File: config.mk
export PLATFORM = sky130hd
export DESIGN_NAME = itm_master
export DESIGN_NICKNAME = d
export VERILOG_FILES = /design/src/itm_master.v /design/src/itm_sync2.v
export VERILOG_INCLUDE_DIRS = /design/src
export SDC_FILE = /design/constraint.sdc
export NUM_CORES = 1
export LEC_CHECK = 0
export BUFFER_PORTS_ARGS = -buffer_cell sky130_fd_sc_hd__buf_2
export CAP_MARGIN = 10
export CORE_MARGIN = 2
export CORE_UTILIZATION = 61
export DETAILED_ROUTE_END_ITERATION = 6
export HOLD_SLACK_MARGIN = 0.05
export PLACE_DENSITY = 0.92
export SETUP_SLACK_MARGIN = 0.05
export SLEW_MARGIN = 20
export SYNTH_ARGS = -nofsm -noshare
export SYNTH_HDL_FRONTEND = slang
export SYNTH_SLANG_ARGS = --single-unit
File: constraint.sdc
create_clock -name core_clk -period 3 [get_ports core_clk]
set_input_delay 0.45 -clock core_clk [delete_from_list [all_inputs] [get_ports core_clk]]
set_output_delay 0.45 -clock core_clk [all_outputs]
set_load 0.02 [all_outputs]
File: src/itm_defines.vh
`ifndef ITM_DEFINES_VH
`define ITM_DEFINES_VH
// serial bus phase lengths, in core_clk cycles
`define ITM_HALF_CYCLES 512
`define ITM_PERIOD_CYCLES 1024
`define ITM_QUARTER_CYCLES 256
`define ITM_START_SETUP_CYCLES 1024
`define ITM_BUS_FREE_CYCLES 512
`define ITM_CNT_W 11
`endif

File: src/itm_master.v
// Summary of operation
// - serial clock period is exactly 1024 core clock cycles.
// - serial clock high phase lasts exactly 512 cycles.
// - serial clock low phase lasts exactly 512 cycles.
// - stop: clock high 512 cycles before data line is released.
// - bus idle at least 512 cycles after stop before next start.
// - clock held high at least 1024 cycles before a start.
// - data low for start, then 512 cycles before clock goes low.
// - new outgoing bit appears 256 cycles into the clock low phase.
// - outgoing bit held 256 cycles after the falling edge ending it.
// - incoming data and acknowledge sampled 256 cycles after rising edge.
`timescale 1ns/1ns
`default_nettype none
`include "itm_defines.vh"
module itm_master #(
  parameter CNT_W = `ITM_CNT_W
) (
  input wire core_clk,
  input wire rst,
  input wire bit_valid,
  output wire bit_ready,
  input wire bit_start,
  input wire bit_stop,
  input wire bit_data,
  output reg rx_valid_q,
  output reg rx_data_q,
  output wire busy,
  input wire scl_in,
  output wire scl_out,
  output reg scl_oe_q,
  input wire sda_in,
  output wire sda_out,
  output reg sda_oe_q
);
  // ----------------------------------------------------------------
  // states and constants
  // ----------------------------------------------------------------
  localparam [2:0] ST_IDLE = 3'd0;
  localparam [2:0] ST_SETUP = 3'd1;
  localparam [2:0] ST_START = 3'd2;
  localparam [2:0] ST_LOW = 3'd3;
  localparam [2:0] ST_HIGH = 3'd4;
  localparam [2:0] ST_PSTOP = 3'd5;
  localparam [2:0] ST_STOP = 3'd6;
  localparam [2:0] ST_FREE = 3'd7;
  // counts are worked out at full integer width, then cut to the
  // counter width on purpose; every count fits below 2**CNT_W
  localparam integer HALF_I = `ITM_HALF_CYCLES - 1;
  localparam integer QTR_I = `ITM_QUARTER_CYCLES;
  localparam integer SETUP_I = `ITM_START_SETUP_CYCLES - 1;
  localparam integer FREE_I = `ITM_BUS_FREE_CYCLES - 1;
  localparam [CNT_W-1:0] HALF_M1 = HALF_I[CNT_W-1:0];
  localparam [CNT_W-1:0] QTR = QTR_I[CNT_W-1:0];
  localparam [CNT_W-1:0] SETUP_M1 = SETUP_I[CNT_W-1:0];
  localparam [CNT_W-1:0] FREE_M1 = FREE_I[CNT_W-1:0];

  reg [2:0] state_q;
  reg [CNT_W-1:0] cnt_q;
  reg cur_data_q;
  reg nxt_data_q;
  reg nxt_stop_q;
  reg have_bit_q;
  wire [1:0] pins_sync;
  wire sda_sync;
  wire take;

  // ----------------------------------------------------------------
  // pin input synchronisers
  // ----------------------------------------------------------------
  itm_sync2 #(.W(2)) u_sync (
    .core_clk(core_clk),
    .rst(rst),
    .async_in({scl_in, sda_in}),
    .sync_q(pins_sync)
  );
  assign sda_sync = pins_sync[0];

  // ----------------------------------------------------------------
  // pin drivers and handshake
  // ----------------------------------------------------------------
  // open-drain: only ever drive low, release otherwise
  assign scl_out = 1'b0;
  assign sda_out = 1'b0;
  assign busy = (state_q != ST_IDLE);
  // one bit may be queued while the previous one is still on the wire
  assign bit_ready = !have_bit_q && (state_q == ST_IDLE || state_q == ST_LOW ||
    state_q == ST_HIGH || state_q == ST_START);
  // in idle only a start request is taken; a lone data bit there would
  // sit queued forever and block every later request
  assign take = bit_valid && bit_ready && (bit_start || state_q != ST_IDLE);

  // ----------------------------------------------------------------
  // phase engine
  // ----------------------------------------------------------------
  // scl_in is synchronised but not used to stretch: the phases are
  // fixed counts, so clock stretching by the slave is not supported
  always @(posedge core_clk)
  begin
    if (rst)
    begin
      state_q <= ST_IDLE;
      cnt_q <= {CNT_W{1'b0}};
      scl_oe_q <= 1'b0;
      sda_oe_q <= 1'b0;
      cur_data_q <= 1'b1;
      nxt_data_q <= 1'b1;
      nxt_stop_q <= 1'b0;
      have_bit_q <= 1'b0;
      rx_valid_q <= 1'b0;
      rx_data_q <= 1'b0;
    end
    else
    begin
      rx_valid_q <= 1'b0;
      cnt_q <= cnt_q + 1'b1;
      if (take)
      begin
        have_bit_q <= 1'b1;
        nxt_data_q <= bit_data;
        nxt_stop_q <= bit_stop;
      end
      case (state_q)
        ST_IDLE:
        begin
          cnt_q <= {CNT_W{1'b0}};
          if (bit_valid && bit_start)
            state_q <= ST_SETUP;
        end
        // clock stays released through the whole setup count
        ST_SETUP:
          if (cnt_q == SETUP_M1)
          begin
            sda_oe_q <= 1'b1;
            cnt_q <= {CNT_W{1'b0}};
            state_q <= ST_START;
          end
        ST_START:
          if (cnt_q == HALF_M1)
          begin
            scl_oe_q <= 1'b1;
            cnt_q <= {CNT_W{1'b0}};
            state_q <= ST_LOW;
          end
        ST_LOW:
        begin
          if (cnt_q == QTR - 1'b1 && have_bit_q)
          begin
            have_bit_q <= 1'b0;
            if (nxt_stop_q)
            begin
              // stop takes the place of a data bit: pull the data line
              // low under the low clock so its release is a clean stop
              sda_oe_q <= 1'b1;
              state_q <= ST_PSTOP;
            end
            else
            begin
              cur_data_q <= nxt_data_q;
              sda_oe_q <= !nxt_data_q;
            end
          end
          if (cnt_q == HALF_M1 && state_q == ST_LOW)
          begin
            scl_oe_q <= 1'b0;
            cnt_q <= {CNT_W{1'b0}};
            state_q <= ST_HIGH;
          end
          else if (cnt_q == HALF_M1)
          begin
            scl_oe_q <= 1'b0;
            cnt_q <= {CNT_W{1'b0}};
            state_q <= ST_STOP;
          end
        end
        ST_PSTOP:
          if (cnt_q == HALF_M1)
          begin
            scl_oe_q <= 1'b0;
            cnt_q <= {CNT_W{1'b0}};
            state_q <= ST_STOP;
          end
        ST_HIGH:
        begin
          // the synchronised pin lags the wire by two cycles, which is
          // negligible against a quarter period
          if (cnt_q == QTR - 1'b1)
          begin
            rx_valid_q <= 1'b1;
            rx_data_q <= sda_sync;
          end
          if (cnt_q == HALF_M1)
          begin
            scl_oe_q <= 1'b1;
            cnt_q <= {CNT_W{1'b0}};
            state_q <= ST_LOW;
          end
        end
        ST_STOP:
          if (cnt_q == HALF_M1)
          begin
            sda_oe_q <= 1'b0;
            cnt_q <= {CNT_W{1'b0}};
            state_q <= ST_FREE;
          end
        // both lines released; no new start before the free time ends
        ST_FREE:
          if (cnt_q == FREE_M1)
            state_q <= ST_IDLE;
        default:
          state_q <= ST_IDLE;
      endcase
    end
  end
endmodule
`default_nettype wire

File: src/itm_sync2.v
`timescale 1ns/1ns
`default_nettype none
module itm_sync2 #(
  parameter W = 2
) (
  input wire core_clk,
  input wire rst,
  input wire [W-1:0] async_in,
  output reg [W-1:0] sync_q
);
  reg [W-1:0] meta_q;
  always @(posedge core_clk)
  begin
    if (rst)
    begin
      meta_q <= {W{1'b1}};
      sync_q <= {W{1'b1}};
    end
    else
    begin
      meta_q <= async_in;
      sync_q <= meta_q;
    end
  end
endmodule
`default_nettype wire

Yosys cells after proc, flatten, opt, wreduce, memory -nomap -nowiden
Index checks and enable logic that the tools add are counted.
{ "classes": {"eq_ne": 19, "muxes": 28, "addsub": 1, "reduce_logical": 23, "bitwise": 1} }
{ "ops": {"columns": ["operator", "n"], "rows": [
  ["$pmux 11 s4", 1],
  ["$mux 11", 3],
  ["$mux 3", 10],
  ["$pmux 3 s7", 1],
  ["$eq 3x3->1 const B", 4],
  ["$add 11x1->11 const B", 1],
  ["$eq 11x10->1 const B", 1],
  ["$eq 11x8->1 const B", 1],
  ["$eq 11x9->1 const B", 1],
  ["$mux 1", 11],
  ["$reduce_bool 3->1", 3],
  ["$ne 2x2->1 const B", 4],
  ["$reduce_and 8->1", 1],
  ["$eq 3x2->1 const B", 2],
  ["$logic_and 1x1->1", 6],
  ["$ne 2x1->1 const B", 3],
  ["$pmux 1 s3", 2],
  ["$logic_or 1x1->1", 4],
  ["$ne 4x1->1 const B", 1],
  ["$ne 4x2->1 const B", 1],
  ["$reduce_and 2->1", 2],
  ["$reduce_and 4->1", 1],
  ["$reduce_or 2->1", 2],
  ["$reduce_or 4->1", 1],
  ["other kinds (4)", 5]
]} }
{ "totals": {"output_inout_bits": 8, "reg_bits": 23, "inputBits": 8, "wordCells": 83} }

Logic depth before layout (Yosys ltp)
Gate-level depths: netlist of the first run.
{ "depth": {"ltp_word": 10, "ltp_mapped": 7, "ltp_nobuf": 5} }

Hierarchy
Synthesis of the first run repeated with hierarchy kept, for this count alone.
{ "hier_totals": {"cells_unflattened": 167, "hier_area_um2": 1402.6} }
{ "modules_own_cells": {"columns": ["module", "seq_area_each_um2", "n_inst", "cells_each", "area_per_inst_um2"], "rows": [
  ["itm_master", 420.4, 1, 159, 1297.5],
  ["itm_sync2", 80.1, 1, 8, 105.1]
]} }

Least setup slack after synthesis of the first run
No wires, ideal clock.
{ "synth_timing": {"path_type": "register to register", "from": "reg cnt_q[0]", "to": "reg state_q[0]", "period_less_slack_ns": 1.622, "setup_ns": 0.121, "slack_ns": 1.378, "n_path_buf": 1, "stages_incl_launch_ff": 7, "t_arrival_ns": 1.501, "t_required_ns": 2.879, "path_cell_list": "dfxtp_1 > ha_1 > and4_1 > buf_6 > o2111ai_4 > mux2i_1 > mux2_2"} }
{ "synth_via": {"elab_chain_len": 4, "word_cells_on_any_way": 16, "cone_classes": "10 x eq/ne; 3 x mux; 3 x reduce/logical"} }
{ "synth_rtl": {"columns": ["element", "line_no", "source"], "rows": [
  ["from (decl)", "itm_master.v:58", "reg [CNT_W-1:0] cnt_q;"],
  ["from (signal assigned)", "itm_master.v:102", "cnt_q <= {CNT_W{1'b0}};"],
  ["from (signal assigned)", "itm_master.v:115", "cnt_q <= cnt_q + 1'b1;"],
  ["from (signal assigned)", "itm_master.v:125", "cnt_q <= {CNT_W{1'b0}};"],
  ["$eq 11x9->1 / $eq 11x8->1 (equally long branches)", null, null],
  ["$mux 3 (tied with other cells)", "itm_master.v:168", "else if (cnt_q == HALF_M1)"],
  ["$mux 3 (tied with other cells)", "itm_master.v:162", "if (cnt_q == HALF_M1 && state_q == ST_LOW)"],
  ["$pmux 3 s7 / $reduce_and 8->1 (equally long branches)", null, null],
  ["to (signal assigned)", "itm_master.v:142", "state_q <= ST_LOW;"],
  ["to (signal assigned)", "itm_master.v:166", "state_q <= ST_HIGH;"],
  ["to (signal assigned)", "itm_master.v:172", "state_q <= ST_STOP;"],
  ["to (decl)", "itm_master.v:57", "reg [2:0] state_q;"]
]} }
Parallel ways exist; a longest one is shown, timed or not.
A chain may end at the register's enable or synchronous reset.

Worst setup path after layout of the first run
{ "layout_timing": {"from": "reg state_q[0]", "to": "out bit_ready"} }
{ "layout_via": {"elab_chain_len": 5, "word_cells_on_any_way": 8, "cone_classes": "3 x eq/ne; 5 x reduce/logical"} }
{ "layout_rtl": {"columns": ["element", "line_no", "source"], "rows": [
  ["from (signal assigned)", "itm_master.v:101", "state_q <= ST_IDLE;"],
  ["from (signal assigned)", "itm_master.v:127", "state_q <= ST_SETUP;"],
  ["from (signal assigned)", "itm_master.v:135", "state_q <= ST_START;"],
  ["$eq 3x2->1 / $logic_not 3->1 (equally long branches)", "itm_master.v:86", "assign bit_ready = !have_bit_q && (state_q == ST_IDLE || state_q == ST_LOW ||"],
  ["$logic_or 1x1->1 (2 in a row)", "itm_master.v:86", null],
  ["$logic_or 1x1->1 (*)", "itm_master.v:87", "state_q == ST_HIGH || state_q == ST_START);"],
  ["$logic_and 1x1->1 (*)", "itm_master.v:86", null],
  ["to (decl)", "itm_master.v:21", "output wire bit_ready,"]
]} }
Every way passes the cells marked *; elsewhere a longest branch is shown, timed or not.

==> key figures, run 1 <==
Status
  – Outcome: completed

Synth
  – Ys Warns: 0
  – Synth cell types: 49
  – Prevailing post-synth register cell: dfxtp_1
  – Post-synth ARST share: 0
  – Post-synthesis cell area: 0.00137 sq mm
  – Post-synth top area share: 0.337
  – Post-synth EDFFs: 0
  – Post-Synthesis Cells: 144
  – Post-synth top cells: dfxtp_1, a211oi_2, nor2_1, xor2_1
  – Most common cell in the netlist: dfxtp_1
  – Yosys top cell by area: dfxtp_1
  – Syn avg cell area: 9.50 sq um
  – Sequential share of the synthesized area: 0.337
  – Flops & latches, synth: 23
  – Largest cells by area after synthesis: dfxtp_1, a211oi_2, xor2_1

Global route
  – Total gr overflow: 0
  – First-pass GRT wire length: approximately 4.3 mm
  – Largest net degree at the start of global routing: 26
  – Initial antenna violation count: 0
  – All-Layer GR Usage: 0.211
  – Vias in the first global route: 997

Place
  – HPWL reported at the end of detailed placement: 1.73 mm
  – Placed Instances: 173
  – Port Buffer Count: 12
  – GP Congestion: 0.846
  – DP Area: 0.00139 sq mm

Power
  – Leakage power: 0.520 nW
  – Pwr dens: approximately 390 mW/mm^2
  – Worst vdd ir: 0.000336 V

Critical path
  – Critical path data arrival time: 1.58 ns
  – Ordered cell list for the critical path: nor2b_1 -> nor3_1 -> buf_2
  – Crit path max-delay family: flip-flops
  – Crit path max fanout: 20
  – Critical Path Start Type: flop
  – CP Class: flop to output pin
  – Req. time, crit path: between 2 and 3 ns
  – Critical path's slowest cell: dfxtp_1
  – Reg2reg setup slack: 0.98 ns
  – CP bufs+invs: 1
  – CP Capture Type: output pin
  – Crit-path max cell delay: 0.69 ns

Final layout
  – Fillers: 166
  – Max FFs per register: 11
  – Fraction of layout cells with a size suffix above 1: 0.221
  – Non-filler cells, final: 177
  – Finished Cell Area: 0.00142 sq mm
  – Post-layout util: 0.652
  – Final #Nets: about 160
  – Layout area overhead: 3.48%
  – Biggest register: cnt_q
  – Biggest regs: cnt_q (11), state_q (3)
  – # diodes: 0

Die
  – Die width: 51.4 microns
  – Die area: between 0.002 and 0.003 sq mm
  – Io pins: 16
  – Core box area: 0.00217 sq mm
  – Initial Util: 0.630
  – Die height: 51.4 microns
  – Row count: 17

Clock network
  – Clock buffer count from CTS: 3
  – Clk sinks: 23
  – Root buf cell: clkbuf_4
  – Post-CTS Setup Bufs: 0
  – Post_cts resized: 0
  – # H-tree levels: 1
  – Worst skew pair latency: around 0.32 ns
  – Max Root-Sink Buffers: 2
  – CTS tree: yes
  – Hold-fix buffers, CTS: 0
  – Clock slew at reported path FFs: 0.13 ns

Timing
  – Max-slew headroom: 0.631
  – RSZ-0062 raised after global routing: false
  – Final setup TNS: 0 ns
  – Least-Margin Pin Slew: 0.553 ns
  – Skew final: between 0.01 and 0.015 ns
  – Endpoints failing hold: 0
  – Crit share post-route: 0.677
  – Crit path time final: just over 2 ns
  – Final setup fails: 0
  – Max Clock Freq: 492 MHz
  – Final Max Tran Viols: 0

Detailed routing
  – WL/cell: 14.0 microns
  – Pre-antenna DRT Iters: 4
  – Final wirelength: around 2.5 mm
  – DRT iter0 DRCs: 35
  – Vias post-DR: 1072
  – Antenna viol nets, final: 0
  – Post-route DRC: 0
  – DR vias/cell: around 6

Run
  – Total of max-cap violations: 0

Min path
  – Worst hold path class: input port to flop
logic make-up (layout without fill, tap and decap cells):
group / count (synthesis) / count (layout) / share of synthesized area
XOR/XNOR: 10 / 10 / 0.0640
adder cells (fa/ha/maj): 3 / 3 / 0.0275
AO/OA/AOI/OAI: 30 / 30 / 0.212
other: 1 / 2 / 0.00274
multiplexers: 5 / 5 / 0.0375
AND/OR/NAND/NOR: 53 / 53 / 0.240
flip-flops: 23 / 23 / 0.337
buffers and inverters: 19 / 23 / 0.0796
layout by cell type (no fill, tap or decap), types with 3 or more instances in the layout:
master     n
nand4_1    6
mux2i_1    4
nor2_1     7
clkbuf_4   3
nand3_1    5
buf_2     12
nand2_1    5
and3_1     3
ha_1       3
nor2b_1    3
dfxtp_1   23
xnor2_1    3
a211oi_2   9
a21oi_1    4
inv_1      6
nor3b_1    3
nor3_1     3
xor2_1     7
layout make-up:
class | count | area, sq um | share of cell area
multi-input cells | 103 | 802 | 0.567
flip-flops and latches | 23 | 460 | 0.325
repair buffers | 13 | 67.6 | 0.0477
well taps | 28 | 35.0 | 0.0248
clock buffers | 3 | 22.5 | 0.0159
inverters | 6 | 22.5 | 0.0159
clock inverters | 1 | 5.00 | 0.00354
report_power, final:
group	internal [mW]	switching [mW]	total (mW)	leakage, nW
clock network	0.0499	0.0975	0.147	0.0177
registers	0.314	0.0137	0.328	0.187
logic	0.0307	0.0441	0.0748	0.316
total	0.395	0.155	0.550	0.520
stage by stage:
stage	setup slack, ns	total power, mW	hold WS [ns]
2_1_floorplan	1.38	0.396	0.389
3_3_place_gp	1.08	0.404	0.399
3_5_place_dp	1.02	0.408	0.404
4_1_cts	0.985	0.550	0.305
5_1_grt	0.855	0.568	0.301
6_report	0.969	0.550	0.299
routing by layer:
metal | part of all wire | track usage
met5 | 0 | 0
met4 | 0.021 | 0.105
met3 | 0.041 | 0.0380
met2 | 0.47 | 0.342
met1 | 0.47 | 0.268
worst paths after layout:
check | from | end | cells after the start
setup reg to reg | cnt_q[0] | cnt_q[5] | 5
hold / removal | sda_in | u_sync.meta_q[0] | 2
setup / recovery | state_q[0] | bit_ready | 3
hold reg to reg | u_sync.meta_q[0] | u_sync.sync_q[0] | 1
Power figures use the tool's default switching activity.
==> run 2: changes to the inputs <==
Settings changed: ABC_AREA set to 1, CORE_UTILIZATION 61 to 51, PLACE_DENSITY 0.92 to 0.83.
Clock period 3 ns to 1.8 ns, I/O delays scaled along.
==> key figures, run 2 <==
Power
  – Worst vdd ir: 0.000897 V
  – Leakage power: 0.717 nW
  – Pwr dens: about 1200 mW/mm^2

Synth
  – Prevailing post-synth register cell: dfxtp_1
  – Post-synth top cells: nand2_1, inv_1, nor2_1
  – Most common cell in the netlist: nand2_1
  – Yosys top cell by area: dfxtp_1
  – Ys Warns: 0
  – Post-synth top area share: 0.361
  – Flops & latches, synth: 23
  – Post-synth ARST share: 0
  – Post-synth EDFFs: 0
  – Syn avg cell area: 7.04 sq um
  – Sequential share of the synthesized area: 0.361
  – Post-synthesis cell area: ~0.0013 sq mm
  – Largest cells by area after synthesis: dfxtp_1, nand2_1, inv_1
  – Synth cell types: 32
  – Post-Synthesis Cells: roughly 180

Final layout
  – Biggest register: cnt_q
  – Fraction of layout cells with a size suffix above 1: 0.244
  – # diodes: 0
  – Biggest regs: cnt_q (11), state_q (3)
  – Commonest non-fill, non-tap cell in the layout: nand2_1
  – Layout area overhead: 10.0%
  – Finished Cell Area: around 0.0014 sq mm
  – Max FFs per register: 11
  – Fillers: 237
  – Non-filler cells, final: about 230
  – Final #Nets: between 200 and 250
  – Most frequent cells in the layout: nand2_1, nor2_1, inv_1

Clock network
  – # H-tree levels: 1
  – Clock buffer count from CTS: 3
  – Clk sinks: 23
  – Root buf cell: clkbuf_4
  – Hold-fix buffers, CTS: 0
  – Post-CTS Setup Bufs: 0
  – Max Root-Sink Buffers: 2
  – Clock slew at reported path FFs: approximately 0.14 ns
  – Post_cts resized: 0
  – Worst skew pair latency: 0.33 ns
  – CTS tree: yes

Timing
  – Max Clock Freq: a little over 600 MHz
  – Endpoints failing hold: 0
  – Crit share post-route: 0.916
  – Skew final: 0.00852 ns
  – Final Max Tran Viols: 0
  – Crit path time final: 1.65 ns
  – Final setup TNS: 0 ns
  – Final setup fails: 0
  – Hold_ws: 0.118 ns
  – RSZ-0062 raised after global routing: false
  – Post-route setup slack: 0.151 ns

Detailed routing
  – DRT iter0 DRCs: 22
  – Antenna viol nets, final: 0
  – WL/cell: between 10 and 15 microns
  – Final wirelength: 2.48 mm
  – Pre-antenna DRT Iters: 4
  – DR vias/cell: 5.07
  – Vias post-DR: between 1000 and 1500
  – Post-route DRC: 0

Global route
  – Vias in the first global route: 949
  – Total gr overflow: 0
  – First-pass GRT wire length: 3.97 mm
  – All-Layer GR Usage: 0.190
  – Initial antenna violation count: 0
  – Largest net degree at the start of global routing: 15

Place
  – HPWL reported at the end of detailed placement: between 1.5 and 2 mm
  – GP Congestion: 0.921
  – Placed Instances: 223
  – DP Area: 0.00137 sq mm
  – Port Buffer Count: 12
  – Pre-CTS setup slack: between 0.2 and 0.25 ns

Critical path
  – Req. time, crit path: 1.53 ns
  – CP Capture Type: output pin
  – Critical path data arrival time: 1.38 ns
  – R2r endpoint: state_q[2]
  – Critical path's slowest cell: dfxtp_1
  – Reg2reg setup slack: 0.21 ns
  – RR Startpoint: cnt_q[0]
  – CP bufs+invs: 3
  – R2R depth: 11
  – Crit path max fanout: 6
  – Crit-path max cell delay: 0.51 ns
  – Critical Path Start Type: flop
  – Crit path max-delay family: flip-flops
  – CP Class: flop to output pin
  – Ordered cell list for the critical path: inv_2 -> nand2_1 -> nand3b_1 -> inv_1 -> buf_2

Die
  – Row count: 18
  – Die area: 0.00292 sq mm
  – Io pins: 16
  – Die height: 54 microns
  – Core box area: between 0.002 and 0.0025 sq mm
  – Die width: 54 microns
  – Initial Util: 0.524

Status
  – Outcome: completed

Run
  – Total of max-cap violations: 0

Min path
  – Min-delay src: sda_in
  – Worst hold path class: input port to flop
  – Min-Delay Endpoint: u_sync.meta_q[0]
  – WHS Path Cells: 2
-- run 2: changes by cell type after synthesis, sizes merged, moves of 4 or more --
cell,previous run,this run
o21ai,1,8
nand3,5,14
nand2,5,39
nor2,8,30
inv,6,30
mux2i,4,0
a211oi,10,0
buf,10,3
-- run 2: per-layer routing --
metal	vias to the layer above	share of wire	track usage
met5	-	0	0
met4	0	0.012	0.0542
met3	4	0.045	0.0528
met2	30	0.45	0.301
met1	520	0.49	0.253
li1	598	-	-
-- run 2: layout make-up --
cell class	instances	area, sq um	share of cell area
Clock buffer	3	22.5	0.0161
Inverter	31	120	0.0856
Clock inverter	1	7.51	0.00535
Tap cell	30	37.5	0.0268
Timing Repair Buffer	14	75.1	0.0535
Multi-Input combinational cell	125	678	0.483
Sequential cell	23	462	0.329
-- run 2: through the flow --
stage / util / total power, mW
6_report: 0.577 / 1.67
2_1_floorplan: - / 1.25
3_5_place_dp: 0.564 / 1.42
5_1_grt: 0.577 / 1.80
3_3_place_gp: 0.564 / 1.40
4_1_cts: 0.576 / 1.67
-- run 2: power breakdown --
group | switching [mW] | internal (mW) | total [mW]
Combinational | 0.495 | 0.256 | 0.751
Sequential | 0.0749 | 0.587 | 0.662
Clock | 0.171 | 0.0852 | 0.256
Total | 0.741 | 0.928 | 1.67
-- run 2: how the worst max path moves through the flow --
stage | cells past startpoint | start | end | slack [ns]
6_report | 5 | state_q[1] | bit_ready | 0.15
5_1_grt | 5 | state_q[1] | bit_ready | 0.07
4_1_cts | 10 | cnt_q[0] | state_q[1] | 0.13
3_5_place_dp | 11 | cnt_q[0] | state_q[2] | 0.20
3_3_place_gp | 10 | cnt_q[0] | state_q[1] | 0.23
2_1_floorplan | 10 | cnt_q[0] | state_q[1] | 0.38
-- run 2: cell families (layout without fill, tap and decap cells) --
group / count (synthesis) / after routing / synth area share
AND/OR/NAND/NOR: 96 / 96 / 0.376
buffers and inverters: 34 / 49 / 0.110
flip-flops: 23 / 23 / 0.361
AO/OA/AOI/OAI: 20 / 20 / 0.0932
XOR/XNOR: 4 / 4 / 0.0275
adder cells (fa/ha/maj): 3 / 3 / 0.0294
other: 1 / 2 / 0.00294
==> run 3: changes to the inputs <==
Settings changed: CELL_PAD_IN_SITES_DETAIL_PLACEMENT set to 0, CELL_PAD_IN_SITES_GLOBAL_PLACEMENT set to 2, CORE_UTILIZATION 51 to 28, PLACE_DENSITY 0.83 to 0.82.
==> key figures, run 3 (synthesis results as in run 2) <==
Critical path
  – Ordered cell list for the critical path: nand2_1 -> nand3b_1 -> inv_1 -> buf_2
  – CP Class: flop to output pin
  – CP bufs+invs: 2
  – Crit path max fanout: 7
  – Crit path max-delay family: flip-flops
  – Req. time, crit path: 1.53 ns
  – RR Startpoint: cnt_q[0]
  – Critical Path Start Type: flop
  – Critical path data arrival time: 1.30 ns
  – CP Capture Type: output pin
  – CP Launch Point: state_q[2]
  – Crit-path max cell delay: between 0.4 and 0.5 ns
  – Critical path's slowest cell: dfxtp_1

Power
  – Pwr dens: 1210 mW/mm^2
  – Worst vdd ir: 0.000394 V
  – Leakage power: 0.729 nW

Global route
  – Total gr overflow: 0
  – First-pass GRT wire length: roughly 4.8 mm
  – All-Layer GR Usage: 0.117
  – Vias in the first global route: 1090
  – Largest net degree at the start of global routing: 14
  – Initial antenna violation count: 0

Place
  – Port Buffer Count: 12
  – HPWL reported at the end of detailed placement: between 2 and 2.5 mm
  – GP Congestion: 0.777

Final layout
  – Biggest regs: cnt_q (11), state_q (3)
  – # diodes: 0
  – Fillers: 480
  – Most frequent cells in the layout: nand2_1, nor2_1, inv_1
  – Reg area: 464 sq um
  – Layout area overhead: 14.9%
  – Biggest register: cnt_q
  – Max FFs per register: 11
  – Final #Nets: 209
  – Multi-input logic area: 694 sq um
  – Fraction of layout cells with a size suffix above 1: 0.259
  – Commonest non-fill, non-tap cell in the layout: nand2_1

Timing
  – RSZ-0062 raised after global routing: false
  – Endpoints failing hold: 0
  – Final Max Tran Viols: 0
  – Skew final: 0.00675 ns
  – Max Clock Freq: between 600 and 700 MHz
  – Crit path time final: 1.57 ns
  – Final setup fails: 0
  – Hold_ws: 0.180 ns
  – Final setup TNS: 0 ns
  – Crit share post-route: 0.875

Clock network
  – Worst skew pair latency: 0.26 ns
  – Root buf cell: clkbuf_8
  – # H-tree levels: 1
  – Clk sinks: 23
  – Clock buffer count from CTS: 3
  – Clock slew at reported path FFs: about 0.090 ns
  – CTS tree: yes
  – Max Root-Sink Buffers: 2

Die
  – Die height: 71.5 microns
  – Die area: between 0.005 and 0.006 sq mm
  – Row count: 24
  – Die width: around 71 microns
  – Io pins: 16
  – Initial Util: 0.291
  – Core box area: approximately 0.0044 sq mm

Min path
  – Min-delay src: sda_in
  – Worst hold path class: input port to flop

Detailed routing
  – Pre-antenna DRT Iters: 4
  – DR vias/cell: 4.48
  – Vias post-DR: approximately 1100
  – DRT iter0 DRCs: 30
  – Antenna viol nets, final: 0
  – WL/cell: roughly 11 microns
  – Post-route DRC: 0
  – Final wirelength: 2.68 mm

Run
  – Total of max-cap violations: 0

Status
  – Outcome: completed
==> run 3: worst paths after layout <==
check	to	slack, ns	cells after the start
min	u_sync.meta_q[0]	0.18	2
max reg2reg	state_q[1]	0.25	10
min reg2reg	u_sync.sync_q[0]	0.42	1
max	bit_ready	0.23	4
==> run 3: timing repair <==
action	4_1_cts	5_1_grt
setup endpoints to repair	0	14
hold buffers	0	0
gates resized for setup	0	7
buffers inserted	0	0
==> run 3: layout make-up <==
type,instances,area share
flip-flops and latches,23,0.317
repair buffers,14,0.0512
clock buffers,3,0.0282
multi-input cells,125,0.474
well taps,52,0.0444
clock inverters,1,0.00342
inverters,31,0.0820
==> run 3: report_power, final <==
group | switching, mW | total [mW] | internal [mW]
sequential | 0.0801 | 0.671 | 0.591
combinational | 0.518 | 0.783 | 0.265
clock | 0.169 | 0.324 | 0.154
total | 0.768 | 1.78 | 1.01
==> run 3: per-layer routing <==
metal,wire length (microns),GRT usage
met5,0,0
met4,34,0.0440
met3,121,0.0169
met2,1150,0.186
met1,1370,0.159
==> run 3: worst register-to-register path: cells and delay by family (launching register included) <==
family | cells | cell delay [ns]
adder cells (fa/ha/maj) | 1 | 0.20
buffers and inverters | 2 | 0.18
flip-flops | 1 | 0.36
AND/OR/NAND/NOR | 7 | 0.75
==> run 3: per-stage QoR <==
stage / power (mW) / cell area, sq um / utilization / cells / setup WS [ns]
after CTS: 1.77 / 1450 / 0.330 / 249 / 0.138
after floorplan: 1.25 / 1280 / - / 182 / 0.384
after detailed placement: 1.44 / 1400 / 0.319 / 245 / 0.146
after global placement: 1.44 / 1400 / 0.319 / 245 / 0.172
after global routing: 1.95 / 1470 / 0.334 / 249 / 0.0526
final: 1.78 / 1470 / 0.334 / 249 / 0.225
